`src/pwb_cfg.svh`:
```
// pwb_cfg.svh: widths, register indices, field positions and reset values
// of the pulse-width / rate-multiplier dac block.
// assumes: included by bare name from the package, pwb_top and the testbench.
`ifndef PWB_CFG_SVH
`define PWB_CFG_SVH

// counter and channel widths
`define PWB_CNT_W 12
`define PWB_LOW_W 6
`define PWB_FINE10_W 4
`define PWB_FINE12_W 6
`define PWB_NUM_CH 5

// apb: printed offsets are indices, byte address is four times the index
`define PWB_ADDR_W 8
`define PWB_IDX_PWM0 6'h22
`define PWB_IDX_BRM0 6'h23
`define PWB_IDX_PWM1 6'h24
`define PWB_IDX_BRM21 6'h25
`define PWB_IDX_PWM2 6'h26
`define PWB_IDX_PWM3 6'h27
`define PWB_IDX_BRM43 6'h28
`define PWB_IDX_PWM4 6'h29
`define PWB_IDX_STAT 6'h2A

// field positions
`define PWB_RSV_BIT 7
`define PWB_INV_BIT 6
`define PWB_STAT_OUT_LSB 16

// reset values
`define PWB_WEIGHT_RST 6'h00
`define PWB_RMV_RST 6'h00
`define PWB_CNT_RST 12'h000

`endif

```
`src/pwb_pkg.sv`:
```
// pwb_pkg: shared types of the pulse-width / rate-multiplier dac block.
// assumes: pwb_cfg.svh is on the include path.
`include "pwb_cfg.svh"

package pwb_pkg;
    typedef logic [`PWB_CNT_W-1:0] pwb_cnt_t;
    typedef logic [`PWB_LOW_W-1:0] pwb_weight_t;
    typedef logic [`PWB_FINE12_W-1:0] pwb_rmv_t;
    // decoded register select of one apb access
    typedef enum {
        PWB_SEL_NONE, PWB_SEL_PWM0, PWB_SEL_BRM0, PWB_SEL_PWM1, PWB_SEL_BRM21,
        PWB_SEL_PWM2, PWB_SEL_PWM3, PWB_SEL_BRM43, PWB_SEL_PWM4, PWB_SEL_STAT
    } pwb_sel_t;
endpackage : pwb_pkg

```
`src/pwb_counter.sv`:
```
// pwb_counter: free-running counter shared by all dac channels.
// assumes: single clock domain, asynchronous active-low reset.
`timescale 1ns/1ns

module pwb_counter #(
    parameter int W = 12
) (
    input wire logic pclk,
    input wire logic presetn,
    output logic [W-1:0] count
);
    // steps every clock, never reloads; wraps naturally
    always_ff @(posedge pclk or negedge presetn) begin
        if (!presetn) begin
            count <= '0;
        end else begin
            count <= count + W'(1); // [RULE2]
        end
    end
endmodule : pwb_counter

```
`src/pwb_channel.sv`:
```
// pwb_channel: one pwm channel with rate-multiplier widening.
// assumes: low_count and cycle are fields of the shared counter.
`timescale 1ns/1ns

module pwb_channel #(
    parameter int RMW = 4
) (
    input wire logic pclk,
    input wire logic presetn,
    input wire logic [5:0] low_count,
    input wire logic [RMW-1:0] cycle,
    input wire logic [5:0] weight,
    input wire logic invert,
    input wire logic [RMW-1:0] rmv,
    output logic level_out
);
    logic [RMW-1:0] next_cycle;
    logic widen;
    logic level;

    // bit j picks cycles whose lowest set bit is RMW-1-j; top bit = odd
    function automatic logic rm_select(input logic [RMW-1:0] code,
                                       input logic [RMW-1:0] cyc);
        logic hit;
        logic [RMW-1:0] below;
        hit = 1'b0;
        for (int j = 0; j < RMW; j++) begin
            below = cyc << (RMW - (RMW - 1 - j));
            if (code[j] && cyc[RMW-1-j] && below == '0) begin
                hit = 1'b1; // [RULE9] [RULE16] [RULE10]
            end
        end
        return hit;
    endfunction : rm_select

    // extra clock sits in the last count before the selected cycle starts
    assign next_cycle = cycle + RMW'(1); // [RULE18]
    assign widen = (low_count == 6'h3F) && rm_select(rmv, next_cycle); // [RULE8] [RULE12]
    // high from wrap to match; a zero weight sets only on widen clocks [RULE3] [RULE4] [RULE11]
    assign level = (low_count < weight) || widen; // [RULE15]

    // registered pin level, low from reset on
    always_ff @(posedge pclk or negedge presetn) begin
        if (!presetn) begin
            level_out <= 1'b0; // [RULE7]
        end else begin
            level_out <= level ^ invert; // [RULE6] [RULE13]
        end
    end
endmodule : pwb_channel

```
`src/pwb_top.sv`:
```
// pwb_top: five-channel pulse-width dac with rate-multiplier fine steps,
// apb register slave, shared counter and per-channel output flops.
// assumes: one clock pclk, asynchronous active-low presetn, apb master
// keeps address and data stable through the access phase.
`timescale 1ns/1ns
`include "pwb_cfg.svh"

// Behaviour
// [RULE1] one 12-bit counter is shared by every channel.
// [RULE2] the counter steps by one every clock, never stops or reloads.
// [RULE3] low six counter bits wrapping to zero sets active outputs high.
// [RULE4] output goes low when low six bits equal the channel weight.
// [RULE5] 10-bit channel value is 6-bit weight plus 4-bit rate value.
// [RULE6] each channel's polarity can be inverted; usable as logic output.
// [RULE7] after reset every output pin is driven low.
// [RULE8] selected cycles get one extra clock at the pulse start.
// [RULE9] 4-bit rate value picks cycles 8; 4,12; 2,6,10,14; odd ones.
// [RULE10] several rate bits widen on the union of their cycles.
// [RULE11] zero weight, zero rate, no inversion keeps output low.
// [RULE12] full weight and rate: high in cycles 1-15, one clock low.
// [RULE13] zero weight and rate with inversion keeps output high.
// [RULE14] 12-bit channel value is 6-bit weight plus 6-bit rate value.
// [RULE15] 12-bit channel sets and clears its pulse like the others.
// [RULE16] 6-bit rate value picks from 64 cycles; lowest bit picks 32.
// [RULE17] weight register: bit 6 invert, bits 5-0 weight, bit 7 reads one.
// [RULE18] cycle number comes from counter bits just above the low six.
module pwb_top (
    input wire logic pclk,
    input wire logic presetn,
    input wire logic psel,
    input wire logic penable,
    input wire logic pwrite,
    input wire logic [`PWB_ADDR_W-1:0] paddr,
    input wire logic [31:0] pwdata,
    input wire logic [3:0] pstrb,
    output logic [31:0] prdata,
    output logic pready,
    output logic pslverr,
    output logic [`PWB_NUM_CH-1:0] dac_out
);
    import pwb_pkg::*;

    pwb_cnt_t count;
    pwb_weight_t weight [`PWB_NUM_CH];
    logic [`PWB_NUM_CH-1:0] output_invert;
    pwb_rmv_t rate_multiplier_value [`PWB_NUM_CH];
    pwb_sel_t sel;
    logic wr_en;
    logic setup;
    logic [31:0] next_prdata;

    // address decode; the word index is the printed offset
    always_comb begin
        case (paddr[`PWB_ADDR_W-1:2])
            `PWB_IDX_PWM0: sel = PWB_SEL_PWM0;
            `PWB_IDX_BRM0: sel = PWB_SEL_BRM0;
            `PWB_IDX_PWM1: sel = PWB_SEL_PWM1;
            `PWB_IDX_BRM21: sel = PWB_SEL_BRM21;
            `PWB_IDX_PWM2: sel = PWB_SEL_PWM2;
            `PWB_IDX_PWM3: sel = PWB_SEL_PWM3;
            `PWB_IDX_BRM43: sel = PWB_SEL_BRM43;
            `PWB_IDX_PWM4: sel = PWB_SEL_PWM4;
            `PWB_IDX_STAT: sel = PWB_SEL_STAT;
            default: sel = PWB_SEL_NONE;
        endcase
    end

    // writes land only at the access edge; all writable registers live in lane 0
    assign setup = psel && !penable;
    assign wr_en = psel && penable && pready && pwrite && pstrb[0];

    // weight and polarity registers
    always_ff @(posedge pclk or negedge presetn) begin
        if (!presetn) begin
            for (int k = 0; k < `PWB_NUM_CH; k++) begin
                weight[k] <= `PWB_WEIGHT_RST;
            end
            output_invert <= '0;
        end else if (wr_en) begin
            case (sel)
                PWB_SEL_PWM0: begin
                    weight[0] <= pwdata[5:0]; // [RULE17]
                    output_invert[0] <= pwdata[`PWB_INV_BIT]; // [RULE6]
                end
                PWB_SEL_PWM1: begin
                    weight[1] <= pwdata[5:0];
                    output_invert[1] <= pwdata[`PWB_INV_BIT];
                end
                PWB_SEL_PWM2: begin
                    weight[2] <= pwdata[5:0];
                    output_invert[2] <= pwdata[`PWB_INV_BIT];
                end
                PWB_SEL_PWM3: begin
                    weight[3] <= pwdata[5:0];
                    output_invert[3] <= pwdata[`PWB_INV_BIT];
                end
                PWB_SEL_PWM4: begin
                    weight[4] <= pwdata[5:0];
                    output_invert[4] <= pwdata[`PWB_INV_BIT];
                end
                default: begin
                end
            endcase
        end
    end

    // rate-multiplier registers; two 4-bit channels share one byte
    always_ff @(posedge pclk or negedge presetn) begin
        if (!presetn) begin
            for (int k = 0; k < `PWB_NUM_CH; k++) begin
                rate_multiplier_value[k] <= `PWB_RMV_RST;
            end
        end else if (wr_en) begin
            case (sel)
                PWB_SEL_BRM0: begin
                    rate_multiplier_value[0] <= pwdata[5:0]; // [RULE14]
                end
                PWB_SEL_BRM21: begin
                    rate_multiplier_value[1] <= {2'b00, pwdata[3:0]}; // [RULE5]
                    rate_multiplier_value[2] <= {2'b00, pwdata[7:4]};
                end
                PWB_SEL_BRM43: begin
                    rate_multiplier_value[3] <= {2'b00, pwdata[3:0]};
                    rate_multiplier_value[4] <= {2'b00, pwdata[7:4]};
                end
                default: begin
                end
            endcase
        end
    end

    // read mux; unused bits above the fields read as one where the
    // register resets them to one, zero elsewhere
    always_comb begin
        next_prdata = 32'h0000_0000;
        case (sel)
            PWB_SEL_PWM0: next_prdata[7:0] = {1'b1, output_invert[0], weight[0]}; // [RULE17]
            PWB_SEL_PWM1: next_prdata[7:0] = {1'b1, output_invert[1], weight[1]};
            PWB_SEL_PWM2: next_prdata[7:0] = {1'b1, output_invert[2], weight[2]};
            PWB_SEL_PWM3: next_prdata[7:0] = {1'b1, output_invert[3], weight[3]};
            PWB_SEL_PWM4: next_prdata[7:0] = {1'b1, output_invert[4], weight[4]};
            PWB_SEL_BRM0: next_prdata[7:0] = {2'b11, rate_multiplier_value[0]};
            PWB_SEL_BRM21: next_prdata[7:0] = {rate_multiplier_value[2][3:0],
                                               rate_multiplier_value[1][3:0]};
            PWB_SEL_BRM43: next_prdata[7:0] = {rate_multiplier_value[4][3:0],
                                               rate_multiplier_value[3][3:0]};
            PWB_SEL_STAT: begin
                next_prdata[`PWB_CNT_W-1:0] = count;
                next_prdata[`PWB_STAT_OUT_LSB +: `PWB_NUM_CH] = dac_out;
            end
            default: next_prdata = 32'h0000_0000;
        endcase
    end

    // bus answer captured in the setup cycle, so every access has
    // exactly one access-phase cycle and no wait states
    always_ff @(posedge pclk or negedge presetn) begin
        if (!presetn) begin
            pready <= 1'b0;
            pslverr <= 1'b0;
            prdata <= 32'h0000_0000;
        end else begin
            pready <= setup;
            pslverr <= setup && (sel == PWB_SEL_NONE);
            prdata <= (setup && !pwrite) ? next_prdata : 32'h0000_0000;
        end
    end

    // one counter for all channels
    pwb_counter #(
        .W(`PWB_CNT_W)
    ) u_counter (
        .pclk(pclk),
        .presetn(presetn),
        .count(count) // [RULE1]
    );

    // 12-bit channel: cycle number from counter bits 11:6
    pwb_channel #(
        .RMW(`PWB_FINE12_W)
    ) u_chan0 (
        .pclk(pclk),
        .presetn(presetn),
        .low_count(count[5:0]),
        .cycle(count[11:6]), // [RULE18]
        .weight(weight[0]),
        .invert(output_invert[0]),
        .rmv(rate_multiplier_value[0]),
        .level_out(dac_out[0])
    );

    // 10-bit channels: cycle number from counter bits 9:6
    for (genvar g = 1; g < `PWB_NUM_CH; g++) begin : g_chan
        pwb_channel #(
            .RMW(`PWB_FINE10_W)
        ) u_chan (
            .pclk(pclk),
            .presetn(presetn),
            .low_count(count[5:0]),
            .cycle(count[9:6]), // [RULE18]
            .weight(weight[g]),
            .invert(output_invert[g]),
            .rmv(rate_multiplier_value[g][3:0]),
            .level_out(dac_out[g])
        );
    end
endmodule : pwb_top

```
`config.mk`:
```
export PLATFORM = sky130hd
export DESIGN_NAME = pwb_top
export DESIGN_NICKNAME = d
export VERILOG_FILES = /design/src/pwb_pkg.sv /design/src/pwb_counter.sv /design/src/pwb_channel.sv /design/src/pwb_top.sv
export VERILOG_INCLUDE_DIRS = /design/src
export SDC_FILE = /design/constraint.sdc
export NUM_CORES = 1
export LEC_CHECK = 0
export BUFFER_PORTS_ARGS = -buffer_cell sky130_fd_sc_hd__buf_2
export CAP_MARGIN = 20
export CORE_MARGIN = 2
export CORE_UTILIZATION = 40
export DETAILED_ROUTE_END_ITERATION = 8
export HOLD_SLACK_MARGIN = 0.06
export PLACE_DENSITY_LB_ADDON = 0.1
export SLEW_MARGIN = 5
export SYNTH_ARGS = -nofsm -noshare
export SYNTH_HDL_FRONTEND = slang
export SYNTH_SLANG_ARGS = --single-unit
```
`constraint.sdc`:
```
create_clock -name pclk -period 4.38 [get_ports pclk]
set_input_delay 0.438 -clock pclk [delete_from_list [all_inputs] [get_ports pclk]]
set_output_delay 0.438 -clock pclk [all_outputs]
set_load 0.02 [all_outputs]
```
* Word level (Yosys, flattened, before mapping)
Index checks and enable logic that the tools add are counted.
Word-level totals: flip-flop bits (word level) 97, latch bits 0, bits in writable memories 0, bits in read-only memories 0, input port bits 49, output and inout port bits 39, logic and storage cells 158, memories 0
Cells by class: add/sub/neg operators 3, multipliers 0, div/mod/pow operators 0, $lt $le $gt $ge 5, equality and inequality tests 19, shifts and indexed selects 0, multiplexer cells 27, bitwise gates (word level) 5, reduce and logical (&&, ||, !) cells 75
Operators with widths (count):
- $eq 32x3->1 const B | 4
- $pmux 8 s9 | 1
- $eq 32x2->1 const B | 2
- $eq 32x4->1 const B | 2
- $eq 6x6->1 const B | 10
- $logic_and 1x1->1 | 51
- $pmux 4 s9 | 1
- $eq 32x1->1 const B | 1
- $logic_not 32->1 | 1
- $logic_not 6->1 | 5
- $lt 6x6->1 | 5
- $mux 1 | 22
- $mux 21 | 1
- $reduce_and 2->1 | 8
- $add 12x1->12 const B | 1
- $logic_not 4->1 | 3
- $add 6x1->6 const B | 1
- $logic_or 1x1->1 | 5
- $mux 5 | 1
- $xor 1x1->1 | 5
- $add 4x1->4 const B | 1
- $mux 4 | 1
- $logic_not 1->1 | 2

* Logic depth before layout (Yosys ltp)
Gate-level depths: netlist of the first run.
depth in word-level cells 12, depth in mapped cells 8

* By module
A second synthesis of the first run with hierarchy kept.
Unflattened totals: cells, all modules 492, area total of the unflattened synthesis 5617.9 um^2
By module, submodules not included:
- pwb_top | times used 1, cells each 280, area an instance 3611.0 um^2, seq. area each 1901.8 um^2
- pwb_channel (g_chan[1].u_chan ...) | times used 4, cells each 31, area an instance 282.8 um^2, seq. area each 25.0 um^2
- pwb_counter | times used 1, cells each 41, area an instance 515.5 um^2, seq. area each 300.3 um^2
- pwb_channel (u_chan0) | times used 1, cells each 47, area an instance 360.3 um^2, seq. area each 25.0 um^2

* Worst setup path after synthesis of the first run
Ideal clock, no wire load.
path type flip-flop to flip-flop, start register u_counter.count[6], end register u_chan0.level_out, setup time 0.080 ns, arrival time 1.813 ns, data required time 4.300 ns, path slack 2.487 ns, cell stages (with the launch flop) 8, path buffers 0, path through dfrtp_1 > ha_1 > ha_1 > and3_1 > a31oi_1 > a31oi_1 > a211oi_1 > xnor2_1
On the way: longest elaborated chain between the ends 12
Ends and longest elaborated chain:
- from (decl) | line pwb_counter.sv:10 | output logic [W-1:0] count
- from (signal assigned) | line pwb_counter.sv:17 | count <= count + W'(1);
- $add 6x1->6 (*) | line pwb_channel.sv:37 | assign next_cycle = cycle + RMW'(1);
- $logic_not 6->1 or $logic_and 1x1->1 (tied branches) | line pwb_channel.sv:29 | if (code[j] && cyc[RMW-1-j] && below == '0) begin
- $logic_and 1x1->1 | line pwb_channel.sv:29
- $mux 1 (5 in series) | line pwb_channel.sv:29
- $mux 1 (*) | line pwb_channel.sv:29
- $logic_and 1x1->1 (*) | line pwb_channel.sv:38 | assign widen = (low_count == 6'h3F) && rm_select(rmv, next_cycle);
- $logic_or 1x1->1 (*) | line pwb_channel.sv:40 | assign level = (low_count < weight) || widen;
- $xor 1x1->1 (*) | line pwb_channel.sv:47 | level_out <= level ^ invert;
- to (signal assigned) | line pwb_channel.sv:47
- to (decl) | line pwb_channel.sv:15 | output logic level_out
Mark *: on every way between the ends. The rest lies on a longest branch, timed or not. A chain may end at the register's enable or synchronous reset.

* Worst setup path after layout of the first run
Ends and elaborated chain as after synthesis.

==> flow_summary_export.csv, run 1 <==
group,metric,value,unit
critical_path,reg2reg_depth,8,
timing,tns,0,ns
critical_path,path_max_fanout,15,
critical_path,ff2ff_setup_slack,1.59,ns
drt,wl_met1,5706,um
timing,rsz0062_at_grt,"no",
critical_path,crit_slowest_cell,"dfrtp_1",
drt,top_layer,"met4",
floorplan,ioPinCount,88,
clock_tree,cts_tree,"done",
timing,drv_slew,0,
drt,via_per_inst,5.474,
clock_tree,cts_hold_buf,0,
finish,nNetsFinal,548,
finish,fillCellCount,1169,
timing,max_freq,359.0,MHz
pwr,ir_drop,0.1714,mV
pwr,p_leak,2.601,nW
finish,diodes,0,
finish,syn_to_final_growth,12.43,%
logic_synthesis,ys_warn_count,0,
drt,ant_nets,0,
logic_synthesis,ys_seq_area_share,48.25,%
timing,hold_violations,0,
drt,routed_wl,11960,um
critical_path,crit_path_end_kind,"flop",
floorplan,rows,40,
floorplan,start_util,40.49,%
logic_synthesis,ys_ff_latch,93,
floorplan,fp.dieW,113.8,um
critical_path,cp-start-kind,"flop",
critical_path,crit_type,"flop to flop",
global_route,grt_max_degree,61,
global_route,antenna_found_initial,0,
clock_tree,cts_resized,0,
clock_tree,clkLatencyLatePin,0.35,ns
hold_path,hold_path_class,"input pin to asynchronous set/reset pin",
drt,first_pass_iters,5,
critical_path,r2r_start,"u_counter.count[6]",
timing,clock_skew,0.004815,ns
timing,min_period_over_period,63.60,%
logic_synthesis,ys_types,40,
floorplan,fp.coreArea,0.01191,sq mm
timing,worstMarginPinSlew,0.9029,ns
pwr,power-per-cell-area,325.9,mW/mm^2
drt,drc,0,
logic_synthesis,syn_avg_cell_area,11.30,sq um
critical_path,path_cells,"ha_1 -> ha_1 -> nand2_1 -> mux2i_1 -> nand2_1 -> a31oi_1 -> a211oi_1 -> xnor2_1",
timing,setup_violations,0,
run_status,status,"completed",
clock_tree,post_cts_buffers,0,
run,max-cap-violations,0,
global_route,gr-total-overflow,0,
drt,drtIter0Drc,190,
placed_design,io_buffers,43,
clock_tree,htreeDepth,3,
timing,fin_crit,2.786,ns
global_route,track_usage,19.71,%
finish,fin_cells,623,
drt,met2_length,5494,um
clock_tree,cts_buffers,9,
placed_design,hpwl,8479,um
clock_tree,cts.path.max_buffers,2,
floorplan,die_h,113.8,um
clock_tree,cts_sinks,93,
critical_path,arrival,3.01,ns
logic_synthesis,synth_cells,427,
logic_synthesis,syn_area,0.004823,sq mm
clock_tree,clkTransAtPathRegs,0.06,ns
drt,vias,3410,
floorplan,dieArea,0.01295,sq mm
pwr,total_power,1.767,mW
finish,drive_gt1_share,27.52,%
global_route,grt_pass1_vias,3345,
global_route,grt_pass1_wl,18940,um
placed_design,place_congestion,0.8128,
critical_path,critPathRequiredTime,4.61,ns
placed_design,placed_cells_incl_taps,607,
drt,avgRoutedWirePerCell,19.20,um
critical_path,critPathMaxStageDelay,0.71,ns
drt,route.met3.wl,515,um
clock_tree,cts-root-buf,"clkbuf_16",
timing,slew_headroom,39.30,%
critical_path,regToRegEndpoint,"u_chan0.level_out",
## power by group
part	switching, mW	total (mW)	leakage, nW	internal (mW)
registers	0.00416	0.869	1.28	0.865
clock network	0.332	0.819	0.158	0.486
logic	0.0609	0.0797	1.16	0.0187
## cell usage after synthesis
master | n | share of area (%)
a211oi_1 | 1 | 0.16
a21oi_1 | 28 | 2.9
a221oi_1 | 7 | 1.3
a222oi_1 | 8 | 1.7
a22o_1 | 7 | 1.3
a22oi_1 | 6 | 0.93
a31oi_1 | 14 | 1.8
and3_1 | 11 | 1.4
buf_1 | 1 | 0.078
buf_4 | 21 | 3.3
clkbuf_1 | 2 | 0.16
clkbuf_2 | 1 | 0.10
conb_1 | 1 | 0.078
dfrtp_1 | 93 | 48
ha_1 | 28 | 7.3
inv_1 | 30 | 2.3
mux2_2 | 57 | 13
mux2i_1 | 1 | 0.21
nand2_1 | 28 | 2.2
nand2_2 | 4 | 0.52
nand2b_1 | 11 | 1.4
nand3_1 | 12 | 1.2
nand3b_1 | 1 | 0.16
nand4_1 | 1 | 0.13
nor2_1 | 11 | 0.86
nor2_2 | 5 | 0.65
nor2b_1 | 1 | 0.13
nor3_1 | 2 | 0.21
nor3_2 | 1 | 0.21
nor3_4 | 1 | 0.34
nor4_1 | 1 | 0.13
nor4_2 | 1 | 0.26
nor4_4 | 1 | 0.44
o21ai_0 | 6 | 0.62
o21bai_1 | 1 | 0.16
o22ai_1 | 2 | 0.26
o31ai_1 | 1 | 0.16
or2_4 | 1 | 0.18
xnor2_1 | 13 | 2.4
xor2_1 | 5 | 0.91
## cell families (layout without fill, tap and decap cells)
| logic type | Yosys count | count (layout) | share of synthesized area, % |
|---|---|---|---|
| flip-flops | 93 | 93 | 48.25 |
| AND/OR/NAND/NOR | 93 | 93 | 10.48 |
| AO/OA/AOI/OAI | 81 | 81 | 11.21 |
| multiplexers | 58 | 58 | 13.52 |
| buffers and inverters | 55 | 90 | 5.940 |
| adder cells (fa/ha/maj) | 28 | 28 | 7.263 |
| XOR/XNOR | 18 | 18 | 3.268 |
| other | 1 | 15 | 0.07775 |
## cell usage in the layout (no fill, tap or decap), types with 11 or more instances in the layout
cell type | Yosys | final
a21oi_1 | 28 | 28
a31oi_1 | 14 | 14
and3_1 | 11 | 11
buf_2 | 0 | 42
conb_1 | 1 | 15
dfrtp_1 | 93 | 93
ha_1 | 28 | 28
inv_1 | 30 | 30
mux2_2 | 57 | 57
nand2_1 | 28 | 28
nand2b_1 | 11 | 11
nand3_1 | 12 | 12
nor2_1 | 11 | 11
xnor2_1 | 13 | 13
## worst max path at each step
stage / startpoint / to / slack (ns) / depth (start not counted)
finish: u_counter.count[6] / u_chan0.level_out / 1.59 / 8
global route: u_counter.count[6] / u_chan0.level_out / 1.37 / 8
CTS: u_counter.count[6] / u_chan0.level_out / 1.53 / 8
detailed placement: u_counter.count[6] / u_chan0.level_out / 1.56 / 8
global placement: u_counter.count[6] / u_chan0.level_out / 1.60 / 8
floorplan: u_counter.count[6] / u_chan0.level_out / 2.49 / 7
## final cells by class
class,count,area [sq um],share of cell area (%)
flip-flops and latches,93,2327,42.92
multi-input cells,293,2262,41.72
clock buffers,12,266.5,4.915
repair buffers,44,225.2,4.153
well taps,147,183.9,3.392
inverters,30,112.6,2.077
clock inverters,4,45.04,0.8306
## routing by layer
metal,vias up,global-route usage (%)
met5,-,0
met4,0,7.886
li1,1597,-
met1,1698,27.05
met2,95,31.10
met3,20,3.507
## critical path, delay by kind of cell (launching register included)
kind / cells / cell delay [ns]
adders and majority gates: 2 / 0.73
DFF: 1 / 0.71
muxes: 1 / 0.52
AOI/OAI and AO/OA: 2 / 0.39
and+or+nand+nor: 2 / 0.18
xor gates and xnor gates: 1 / 0.14
## flip-flops by register name, summed over array words and instances, names as in the netlist
register	count
g_chan.u_chan.level_out	4
output_invert	5
prdata	17
pready	1
pslverr	1
rate_multiplier_value	22
u_chan0.level_out	1
u_counter.count	12
weight	30
## through the flow
stage	hold WS [ns]	util, %	instance area, sq um	worst slack, ns
2_1_floorplan	0.1424	-	4876	2.487
3_3_place_gp	0.4811	42.91	5111	1.601
3_5_place_dp	0.4844	42.91	5111	1.556
4_1_cts	0.1927	45.53	5423	1.526
5_1_grt	0.2334	45.53	5423	1.368
6_report	0.1642	45.53	5423	1.594
(Power assumes the default switching activity.)
==> run 2: changes to the inputs <==
==> constraint.sdc (replaced) <==
create_clock -name pclk -period 2.5 [get_ports pclk]
set_input_delay 0.25 -clock pclk [delete_from_list [all_inputs] [get_ports pclk]]
set_output_delay 0.25 -clock pclk [all_outputs]
set_load 0.02 [all_outputs]
==> run 2 against run 1 <==
- count of clock-buffer cells in the layout down 1
- sequential power grew 75%
- critical path depth is 1 lower
- largest power group unchanged
- register-to-register slack got worse by 1.1 ns
- critical endpoint unchanged
- highest routed layer unchanged
- wire length up 0.18%
- clock power increased by 70%
- global-route usage barely moved
- core utilization up 0.85 points
- maximum frequency grew 37%
- worst hold slack worse by 0.0026 ns
- sequential share of layout area fell by 0.79 points
- cell count up 1.9%
==> flow_summary_export.csv, run 2 (synthesized netlist as in run 1, its figures left out) <==
group,metric,value,unit
run_status,status,"completed",
run,max-cap-violations,0,
global_route,antenna_found_initial,0,
clock_tree,cts_buffers,9,
timing,hold_violations,0,
timing,worstMarginPinSlew,0.6866,ns
finish,syn_to_final_growth,14.53,%
drt,ant_nets,0,
finish,largest_reg_flops,30,
floorplan,ioPinCount,88,
finish,nNetsFinal,561,
clock_tree,clkTransAtPathRegs,0.07,ns
clock_tree,cts_tree,"done",
placed_design,placed_cells_incl_taps,619,
global_route,gr-total-overflow,0,
timing,slew_headroom,54.06,%
critical_path,crit_slowest_cell,"dfrtp_1",
drt,vias,3456,
timing,drv_slew,0,
timing,clock_skew,0.008101,ns
hold_path,hold_path_class,"input pin to flop",
critical_path,path_cells,"ha_1 -> ha_1 -> and3_1 -> a31oi_1 -> a31oi_1 -> a211oi_1 -> xnor2_1",
floorplan,fp.dieW,113.8,um
clock_tree,cts-root-buf,"clkbuf_16",
floorplan,start_util,40.49,%
critical_path,crit_type,"flop to flop",
finish,reg_top3,"weight: 30 flops, rate_multiplier_value: 22 flops, prdata: 17 flops",
drt,drc,0,
critical_path,critPathMaxStageDelay,0.44,ns
pwr,total_power,3.057,mW
critical_path,path_delay_family,"compound AO/OA/AOI/OAI gates",
timing,max_freq,490.8,MHz
clock_tree,cts.path.max_buffers,2,
drt,drtIter0Drc,258,
floorplan,fp.coreArea,0.01191,sq mm
finish,drive_gt1_share,29.10,%
pwr,ir_drop,0.2209,mV
global_route,grt_pass1_wl,19140,um
clock_tree,clkLatencyLatePin,0.35,ns
clock_tree,cts_sinks,93,
critical_path,cp-start-kind,"flop",
global_route,grt_max_degree,52,
critical_path,arrival,2.31,ns
drt,avgRoutedWirePerCell,18.87,um
pwr,p_leak,2.663,nW
critical_path,r2r_start,"u_counter.count[7]",
floorplan,dieArea,0.01295,sq mm
timing,hold_ws,0.1616,ns
finish,mostFrequentLayoutCell,"dfrtp_1",
clock_tree,htreeDepth,3,
global_route,grt_pass1_vias,3404,
timing,fin_crit,2.038,ns
critical_path,crit_path_end_kind,"flop",
timing,tns,0,ns
critical_path,critPathRequiredTime,2.77,ns
drt,routed_wl,11980,um
timing,setup_violations,0,
global_route,track_usage,19.68,%
floorplan,die_h,113.8,um
pwr,power-per-cell-area,553.3,mW/mm^2
timing,rsz0062_at_grt,"no",
critical_path,critPathBufInv,0,
finish,regMostFlops,"weight",
timing,min_period_over_period,81.50,%
critical_path,path_max_fanout,4,
finish,final_util,46.38,%
finish,fillCellCount,1150,
finish,multi_input_area,0.002262,sq mm
placed_design,place_congestion,0.8309,
finish,fin_cells,635,
clock_tree,post_cts_buffers,0,
finish,layout_common_cells,"dfrtp_1, mux2_2, buf_2",
critical_path,crit_start,"u_counter.count[7]",
drt,via_per_inst,5.443,
finish,diodes,0,
drt,first_pass_iters,7,
finish,seq_area,0.002327,sq mm
placed_design,io_buffers,43,
placed_design,hpwl,8670,um
floorplan,rows,40,
hold_path,worstHoldStart,"psel",
## run 2: cell types whose count changed in the layout (fill, tap and decap cells not counted), sizes merged
cell	change
buf	+12
clkinv	-1
clkinvlp	+1
dlygate4sd3	+1
clkbuf	-1
## run 2: power breakdown
part	internal [mW]	switching, mW
registers	1.52	0.00731
logic	0.0380	0.108
clock network	0.820	0.569
total	2.37	0.684
## run 2: area by class of cell
| class | count | share of cell area, % |
|---|---|---|
| Inverter | 30 | 2.039 |
| Timing Repair Buffer | 57 | 6.116 |
| Multi-Input combinational cell | 293 | 40.95 |
| Clock inverter | 4 | 0.8607 |
| Tap cell | 147 | 3.330 |
| Sequential cell | 93 | 42.13 |
| Clock buffer | 11 | 4.575 |
## run 2: layer usage
layer	GRT usage [%]	up-vias	share of wire, %
met5	0	-	0
met4	7.317	0	2.0
met3	3.613	18	5.1
met2	31.34	104	46
met1	26.90	1716	47
li1	-	1618	-
## run 2: path summary, 6_finish.rpt
check / depth (start not counted) / endpoint / slack (ns)
max in group asynchronous: 3 / prdata[1] / 1.37
worst min-delay path: 3 / pready / 0.16
worst max register to register: 7 / u_chan0.level_out / 0.46
worst max-delay path: 7 / u_chan0.level_out / 0.46
worst min register to register: 1 / g_chan[3].u_chan.level_out / 0.49
min in group asynchronous: 2 / prdata[9] / 0.44
## run 2: worst reg2reg max path, delay by kind of cell, from the launching register on
kind	cells	cell delay [ns]
adders and majority gates	2	0.56
AOI/OAI and AO/OA	3	0.62
xor gates and xnor gates	1	0.16
and+or+nand+nor	1	0.19
DFF	1	0.44
## run 2: timing repair
item                      in CTS  in global routing
resized for setup              0                  0
hold buffers                   1                  0
hold endpoints to repair      42                  0
## run 2: metrics by stage
step	setup slack [ns]	area, sq um
global placement	0.4567	5214
CTS	0.4495	5524
finish	0.4625	5524
floorplan	0.6070	4876
detailed placement	0.4600	5214
global route	0.2869	5524
